**config.mk**
```make
export PLATFORM = sky130hd
export DESIGN_NAME = event_fifo_debug_peek
export DESIGN_NICKNAME = d
export VERILOG_FILES = /design/src/event_fifo_debug_peek.v
export VERILOG_INCLUDE_DIRS = /design/src
export SDC_FILE = /design/constraint.sdc
export NUM_CORES = 1
export LEC_CHECK = 0
export BUFFER_PORTS_ARGS = -buffer_cell sky130_fd_sc_hd__buf_2
export CAP_MARGIN = 20
export CORE_MARGIN = 4
export CORE_UTILIZATION = 41
export DETAILED_ROUTE_END_ITERATION = 8
export GPL_TIMING_DRIVEN = 0
export PLACE_DENSITY = 0.54
export SETUP_SLACK_MARGIN = 0.05
export SLEW_MARGIN = 25
export SYNTH_ARGS = -nofsm -noshare
export SYNTH_HDL_FRONTEND = slang
export SYNTH_SLANG_ARGS = --single-unit
```
**constraint.sdc**
```tcl
create_clock -name ref_clk -period 3.69 [get_ports ref_clk]
set_input_delay 0.369 -clock ref_clk [delete_from_list [all_inputs] [get_ports ref_clk]]
set_output_delay 0.369 -clock ref_clk [all_outputs]
set_load 0.01 [all_outputs]
```
**src/event_fifo_debug_peek_regs.vh**
```
// Register offsets, field positions and reset values for the event FIFO debug view block.
// Assumes inclusion by bare name from the design file; holds definitions only.
`ifndef EVENT_FIFO_DEBUG_PEEK_REGS_VH
`define EVENT_FIFO_DEBUG_PEEK_REGS_VH

// Byte offsets on the APB.
`define OFS_DEBUG_VIEW        8'h90
`define OFS_NORMAL_READ       8'h20
`define OFS_NORMAL_READ_LAST  8'h3C
`define OFS_BUFFER_CONTROL    8'hA0
`define OFS_PUSH_WORD         8'hA4
`define OFS_FIFO_STATUS       8'hA8

// Debug view field positions.
`define VIEW_VACANT_BIT       15
`define VIEW_RSVD_BIT         14
`define VIEW_CHAN_HI          13
`define VIEW_CHAN_LO          10
`define VIEW_RESULT_HI        9
`define VIEW_RESULT_LO        0

// Buffer control fields.
`define CTRL_BUFFERED_BIT     0
`define CTRL_CHAN_TAG_BIT     1
`define CTRL_BYTE_FMT_BIT     2
`define CTRL_RESET_VALUE      3'h0

// Push word fields: channel in 13..10, result in 9..0.
`define PUSH_CHAN_HI          13
`define PUSH_CHAN_LO          10

`endif

```
**src/event_fifo_debug_peek.v**
```verilog
// Event FIFO with a non-destructive debug view of its head entry, behind an APB slave.
// Assumes a single 100 MHz clock and an APB master in the same clock domain.
//
// Local design decision: the APB register port.
`timescale 1ns/1ps
`include "event_fifo_debug_peek_regs.vh"

module event_fifo_debug_peek #(
   parameter DEPTH_LOG2 = 4
) (
   // Clock and reset
   input  wire        ref_clk,
   input  wire        sys_rst,
   // APB slave
   input  wire        psel,
   input  wire        penable,
   input  wire        pwrite,
   input  wire [7:0]  paddr,
   input  wire [31:0] pwdata,
   output reg  [31:0] prdata,
   output reg         pready,
   output reg         pslverr
);

   localparam DEPTH = 1 << DEPTH_LOG2;

   reg  [13:0]           fifo_mem [0:DEPTH-1];
   reg  [DEPTH_LOG2:0]   wr_ptr;
   reg  [DEPTH_LOG2:0]   rd_ptr;
   reg                   overrun;
   reg  [2:0]            buffer_control_two;
   reg  [31:0]           next_prdata;
   reg                   next_pslverr;

   wire                  access;
   wire                  event_queue_vacant_flag;
   wire                  fifo_full;
   wire [13:0]           head_entry;
   wire [3:0]            event_source_channel_field;
   wire [9:0]            event_result_field;
   wire [15:0]           event_fifo_debug_view;
   wire                  buffered_mode;
   wire                  channel_tag_enable;
   wire                  event_byte_format_select;
   wire                  normal_hit;
   wire                  normal_pop;
   wire                  push_hit;

   assign access                   = psel & penable & ~pready;
   assign buffered_mode            = buffer_control_two[`CTRL_BUFFERED_BIT];
   assign channel_tag_enable       = buffer_control_two[`CTRL_CHAN_TAG_BIT];
   assign event_byte_format_select = buffer_control_two[`CTRL_BYTE_FMT_BIT];
   assign event_queue_vacant_flag  = (wr_ptr == rd_ptr);
   assign fifo_full = (wr_ptr[DEPTH_LOG2] != rd_ptr[DEPTH_LOG2]) &&
                      (wr_ptr[DEPTH_LOG2-1:0] == rd_ptr[DEPTH_LOG2-1:0]);

   // The head is addressed by the same pointer that a normal read uses.
   assign head_entry = fifo_mem[rd_ptr[DEPTH_LOG2-1:0]];

   assign event_source_channel_field = channel_tag_enable ?
                                       head_entry[`PUSH_CHAN_HI:`PUSH_CHAN_LO] : 4'h0;

   // Shifting here rather than at push lets software flip the format on stored data.
   assign event_result_field = event_byte_format_select ?
                               {2'h0, head_entry[9:2]} : head_entry[9:0];

   assign event_fifo_debug_view = {event_queue_vacant_flag,
                                   1'b0,
                                   event_source_channel_field,
                                   event_result_field};

   assign normal_hit = (paddr >= `OFS_NORMAL_READ) && (paddr <= `OFS_NORMAL_READ_LAST) &&
                       (paddr[1:0] == 2'h0);
   assign normal_pop = access & ~pwrite & normal_hit & buffered_mode &
                       ~event_queue_vacant_flag & ~overrun;
   assign push_hit   = access & pwrite & (paddr == `OFS_PUSH_WORD) & buffered_mode;

   always @* begin
      next_prdata  = 32'h0000_0000;
      next_pslverr = 1'b0;
      if (!pwrite) begin
         if (paddr == `OFS_DEBUG_VIEW) begin
            // Outside buffered mode the view is not present and reads zero.
            if (buffered_mode) begin
               next_prdata = {16'h0000, event_fifo_debug_view};
            end
         end else if (normal_hit) begin
            if (buffered_mode) begin
               next_prdata = {16'h0000, event_fifo_debug_view};
            end
         end else if (paddr == `OFS_BUFFER_CONTROL) begin
            next_prdata = {29'h0000_0000, buffer_control_two};
         end else if (paddr == `OFS_FIFO_STATUS) begin
            next_prdata = {29'h0000_0000, overrun, fifo_full, event_queue_vacant_flag};
         end else if (paddr != `OFS_PUSH_WORD) begin
            next_pslverr = 1'b1;
         end
      end else begin
         // The debug view and normal port are read-only; writes are dropped.
         if ((paddr != `OFS_BUFFER_CONTROL) && (paddr != `OFS_PUSH_WORD) &&
             (paddr != `OFS_DEBUG_VIEW) && !normal_hit) begin
            next_pslverr = 1'b1;
         end
      end
   end

   always @(posedge ref_clk or posedge sys_rst) begin
      if (sys_rst) begin
         pready  <= 1'b0;
         prdata  <= 32'h0000_0000;
         pslverr <= 1'b0;
      end else begin
         pready  <= access;
         prdata  <= access ? next_prdata : 32'h0000_0000;
         pslverr <= access ? next_pslverr : 1'b0;
      end
   end

   // Pointers reset equal so the view comes up empty; control resets with tag off, so the channel field reads zero.
   always @(posedge ref_clk or posedge sys_rst) begin
      if (sys_rst) begin
         wr_ptr             <= {(DEPTH_LOG2+1){1'b0}};
         rd_ptr             <= {(DEPTH_LOG2+1){1'b0}};
         overrun            <= 1'b0;
         buffer_control_two <= `CTRL_RESET_VALUE;
      end else begin
         if (access & pwrite & (paddr == `OFS_BUFFER_CONTROL)) begin
            buffer_control_two <= pwdata[2:0];
         end
         if (push_hit & ~fifo_full) begin
            wr_ptr <= wr_ptr + {{DEPTH_LOG2{1'b0}}, 1'b1};
         end
         // Overrun is sticky until buffered mode is left; a push on full sets it.
         if (push_hit & fifo_full) begin
            overrun <= 1'b1;
         end else if (!buffered_mode) begin
            overrun <= 1'b0;
         end
         // Only the normal port pops; a debug view read never touches rd_ptr.
         if (normal_pop) begin
            rd_ptr <= rd_ptr + {{DEPTH_LOG2{1'b0}}, 1'b1};
         end
      end
   end

   // Storage has no reset, so the result field is undefined after reset.
   always @(posedge ref_clk) begin
      if (push_hit & ~fifo_full) begin
         fifo_mem[wr_ptr[DEPTH_LOG2-1:0]] <= pwdata[13:0];
      end
   end

endmodule // event_fifo_debug_peek

```
==> Word-level counts from Yosys, hierarchy flattened <==
Memories as Yosys holds them, arrays and structs flattened.
Index checks and enable logic that the tools add are counted.
{ "word_totals": {"inputBits": 45, "word_cells": 70, "mem_count": 1, "mem_bits_rw": 224, "out_inout_bits": 34, "register_bits": 48} }
{ "op_classes": {"reduce_logical": 8, "eq_ne": 11, "magnitude_cmp": 2, "addsub": 2, "bitwise": 18, "muxes": 21} }
{ "memory_table": {"columns": ["memory", "depth", "word_bits", "read_ports", "rd_ports_with_merged_regs", "wr", "line_no", "source"], "rows": [
  ["fifo_mem", 16, 14, 1, 0, 1, "event_fifo_debug_peek.v:27", "reg [13:0] fifo_mem [0:DEPTH-1];"]
]} }
{ "op_table": {"columns": ["operator", "n"], "rows": [
  ["$mux W32", 4],
  ["$eq A8 B8 Y1 const B", 4],
  ["$ne A8 B8 Y1 const B", 3],
  ["$mux W16", 1],
  ["$and A1 B1 Y1", 13],
  ["$mux W1", 12],
  ["$add A5 B1 Y5 const B", 2],
  ["$mux W10", 1],
  ["$ge A8 B6 Y1 const B", 1],
  ["$le A8 B6 Y1 const B", 1],
  ["$logic_and A1 B1 Y1", 6],
  ["$mux W3", 2],
  ["$eq A5 B5 Y1", 1],
  ["$not A1 Y1", 5],
  ["$eq A4 B4 Y1", 1],
  ["$mux W4", 1],
  ["$logic_not A2 Y1", 1],
  ["$ne A2 B1 Y1 const B", 1],
  ["$logic_not A1 Y1", 1],
  ["$ne A1 B1 Y1", 1]
]} }

==> Logic depth before layout (Yosys ltp) <==
{ "logic_depth": {"ltp_word": 8, "depth_mapped": 8, "mapped_depth_nobuf": 5} }

==> Worst setup path before layout <==
OpenSTA, ideal clock, no wires.
{ "synth_path": {"path_kind": "flip-flop to flip-flop", "startpoint": "reg rd_ptr[1]", "endpoint": "mem fifo_mem[0][0], enable pin", "required_time_ns": 3.287, "t_arrival_ns": 2.518, "period_less_slack_ns": 2.921, "path_stages_with_launch": 8, "n_path_buf": 2, "slack_ns": 0.769, "setup_ns": 0.403, "path_cell_list": "dfrtp_1 > buf_4 > xor2_1 > nor4_4 > a211oi_2 > buf_4 > nand2_1 > nor3_1"} }
{ "synth_via": {"elab_chain_cells": 6} }
{ "synth_rtl": {"columns": ["element", "line_no", "source"], "rows": [
  ["from (decl)", "event_fifo_debug_peek.v:29", "reg [DEPTH_LOG2:0] rd_ptr;"],
  ["from (signal assigned)", "event_fifo_debug_peek.v:123", "rd_ptr <= {(DEPTH_LOG2+1){1'b0}};"],
  ["from (signal assigned)", "event_fifo_debug_peek.v:141", "rd_ptr <= rd_ptr + {{DEPTH_LOG2{1'b0}}, 1'b1};"],
  ["$eq A4 B4 Y1", "event_fifo_debug_peek.v:55", "(wr_ptr[DEPTH_LOG2-1:0] == rd_ptr[DEPTH_LOG2-1:0]);"],
  ["$logic_and A1 B1 Y1", "event_fifo_debug_peek.v:54", "assign fifo_full = (wr_ptr[DEPTH_LOG2] != rd_ptr[DEPTH_LOG2]) &&"],
  ["$not A1 Y1", "event_fifo_debug_peek.v:148", "if (push_hit & ~fifo_full) begin"],
  ["$and A1 B1 Y1", "event_fifo_debug_peek.v:148", null],
  ["$mux W1", "event_fifo_debug_peek.v:148", null],
  ["$mux W1 (implied by the code)", "event_fifo_debug_peek.v:149", "fifo_mem[wr_ptr[DEPTH_LOG2-1:0]] <= pwdata[13:0];"],
  ["to (decl)", "event_fifo_debug_peek.v:27", null]
]} }
Every way passes these cells.

==> Final worst setup path <==
{ "layout_path": {"startpoint": "reg rd_ptr[0]", "endpoint": "mem fifo_mem[0][0], enable pin"} }
The elaborated chain is that of the path after synthesis.

==> key figures <==
Clock tree
  – CTS tree: done
  – Total CTS buffers: 26
  – Clk slew on worst S/H paths: 0.06 ns
  – Setup bufs post-CTS: 0
  – H-tree depth: 1
  – Clock Tree Buf Depth: 3
  – Clock Latency Late Sink: 0.53 ns
  – Sink Count: 255
  – CTS root buffer: clkbuf_16

Global routing
  – Vias in the first global route: 5186
  – GRT Total Usage: 0.165
  – Initial antenna violation count: 0
  – First-pass GRT wire length: 34.0 mm
  – Largest net degree at the start of global routing: 32
  – Grt ovf: 0

Placement
  – Gpl congestion: 0.799
  – I/O Buffers: 42
  – Dpl ws: 0.554 ns
  – Post-DP HPWL: 14.4 mm

STA
  – Final worst slack: 0.608 ns
  – Fin. Hold Viols: 0
  – Tcrit/Tclk final: 0.835
  – RSZ-0062 raised after global routing: false
  – Clk_skew: 0.0182 ns
  – Minimum clock period: 3.08 ns
  – Least-Margin Pin Slew: 1.00 ns
  – Final setup viols: 0
  – Slew Limit Fails: 0
  – Worst hold slack: 0.202 ns
  – Max-slew headroom: 0.330
  – Max Freq: 324 MHz

Min path
  – Hold path startpoint: psel
  – Hold Path End: pready
  – Hold Path Class: in2reg
  – Hold depth: 2

Detailed routing
  – Routed WL: 22.9 mm
  – DRC errors left: 0
  – Antenna-violating nets left: 0
  – Vias/cell: 5.37
  – DR vias: 5052
  – WL per Instance: 24.4 µm
  – Router iterations before antenna repair: 5
  – DR iter-0 viols: 436

Die
  – # IOs: 79
  – Height of the die: 166 µm
  – Die area: 27700 µm²
  – Rows: 57
  – Die width: 166 µm
  – Placeable core region: 24500 µm²
  – Initial Util: 0.420

Setup path
  – Critical path class: reg2reg
  – Flop2flop setup slack: 0.61 ns
  – WP data required: 3.91 ns
  – CP max FO: 10
  – Reg-to-reg critical path endpoint: fifo_mem[0][0]
  – CP endpoint kind: flip-flop
  – CP startpoint kind: flip-flop
  – Worst R2R Path Depth: 9
  – Reg2reg start: rd_ptr[0]
  – CP arrival: 3.31 ns

Yosys
  – Synth top area share: 0.653
  – Synth area leaders: edfxtp_1 65%, mux4_2 10%, dfrtp_1 7.5%, mux4_1 3.6%, mux2i_1 1.8%
  – Most common cell in the netlist: edfxtp_1
  – Synth Instances: 504
  – Async SR Flop Fraction: 0.122
  – Yosys warnings: 0
  – Post-synth cell types: 44
  – Top_reg_cell synth: edfxtp_1
  – Share of the yosys chip area belonging to registers: 0.729
  – Synthesized area: 10300 µm²
  – FF+latch count, synth: 255
  – Commonest cells in the netlist: 224 x edfxtp_1, 47 x mux4_2, 31 x dfrtp_1
  – Yosys top cell by area: edfxtp_1
  – Post-synth EDFFs: 224
  – Syn Area/Cell: 20.4 µm²

Power and ir drop
  – Pwr Density: 481 nW/µm²
  – Peak VDD IR: 278 µV
  – Lkg Pwr: 4.12 nW

Final layout
  – Layout cells sized above 1: 0.327
  – Total Nets Final: 649
  – FILL cells: 2047
  – Synth-to-Final Area Change: 15.8%
  – N_diodes: 0

Outcome
  – Status: complete, no violations

Run
  – Max Cap Viol: 0
[registers in the layout, indices dropped and copies added, names as in the netlist]
register / cells
wr_ptr: 5
buffer_control_two: 3
pready: 1
overrun: 1
pslverr: 1
fifo_mem: 224
rd_ptr: 5
prdata: 15
[how the worst max path moves through the flow]
stage	start	end	slack [ns]	cells past startpoint
4_1_cts	rd_ptr[3]	fifo_mem[1][7]	0.54	9
3_5_place_dp	rd_ptr[3]	fifo_mem[1][4]	0.55	9
3_3_place_gp	rd_ptr[3]	fifo_mem[2][7]	-1.11	7
2_1_floorplan	rd_ptr[1]	fifo_mem[0][0]	0.77	7
5_1_grt	rd_ptr[0]	fifo_mem[1][8]	0.39	9
6_report	rd_ptr[0]	fifo_mem[0][0]	0.61	9
[layer usage]
metal	track usage	vias to the layer above	share of wire	routed length, µm
li1	-	2223	-	-
met1	0.228	2625	0.43	9760
met2	0.274	171	0.49	11300
met3	0.0289	33	0.060	1380
met4	0.0430	0	0.023	526
met5	0	-	0	0
[worst max-delay path, stage by stage (launching register included)]
cell,delay [ns]
dfrtp_1,0.40
buf_6,0.17
xor2_1,0.27
nor4_4,0.12
a211oi_2,0.50
buf_4,0.25
nand2_1,0.13
nor3_2,0.55
buf_6,0.24
buf_6,0.15
[timing repair]
action | 4_1_cts | 5_1_grt
resized for setup | 0 | 0
hold buffers | 1 | 0
hold endpoints to repair | 31 | 0
[cells in the final DEF, fill, tap and decap left out, types with 8 or more instances in the layout]
| cell type | count |
|---|---|
| xnor2_1 | 8 |
| edfxtp_1 | 224 |
| mux4_2 | 47 |
| conb_1 | 17 |
| nand2_1 | 13 |
| mux4_1 | 14 |
| clkbuf_16 | 27 |
| clkbuf_1 | 9 |
| buf_2 | 52 |
| mux2_2 | 10 |
| mux2i_1 | 18 |
| buf_4 | 25 |
| dfrtp_1 | 31 |
[cells by family after synthesis]
logic type | share of synthesized area
multiplexers | 0.167
AND/OR/NAND/NOR | 0.0411
adder cells (fa/ha/maj) | 0.00608
other | 0.000364
buffers and inverters | 0.0289
XOR/XNOR | 0.0119
flip-flops | 0.729
AO/OA/AOI/OAI | 0.0158
[per-stage QoR]
stage	setup TNS, ns	utilization	cell area, µm²	power, mW	cells
final	0	0.486	11900	5.73	941
after global routing	0	0.486	11900	5.92	941
after CTS	0	0.486	11900	5.79	941
after detailed placement	0	0.452	11100	3.29	894
after global placement	-57.75	0.447	11000	3.28	886
after floorplan	0	-	10400	3.24	520
[layout make-up]
type                    instances  area, µm²  share of cell area
flip-flops and latches        255       7500               0.629
multi-input cells             220       2610               0.218
clock buffers                  36        739              0.0620
well taps                     324        405              0.0340
repair buffers                 51        295              0.0248
plain buffers                  41        283              0.0237
clock inverters                10       77.6             0.00651
inverters                       4       15.0             0.00126
[power by group]
group | leakage, nW | switching (mW) | internal, mW
logic | 1.28 | 0.0606 | 0.0289
registers | 2.43 | 0.000947 | 3.14
clock network | 0.409 | 1.04 | 1.46
Note: power is estimated with default switching activity, not from simulation.
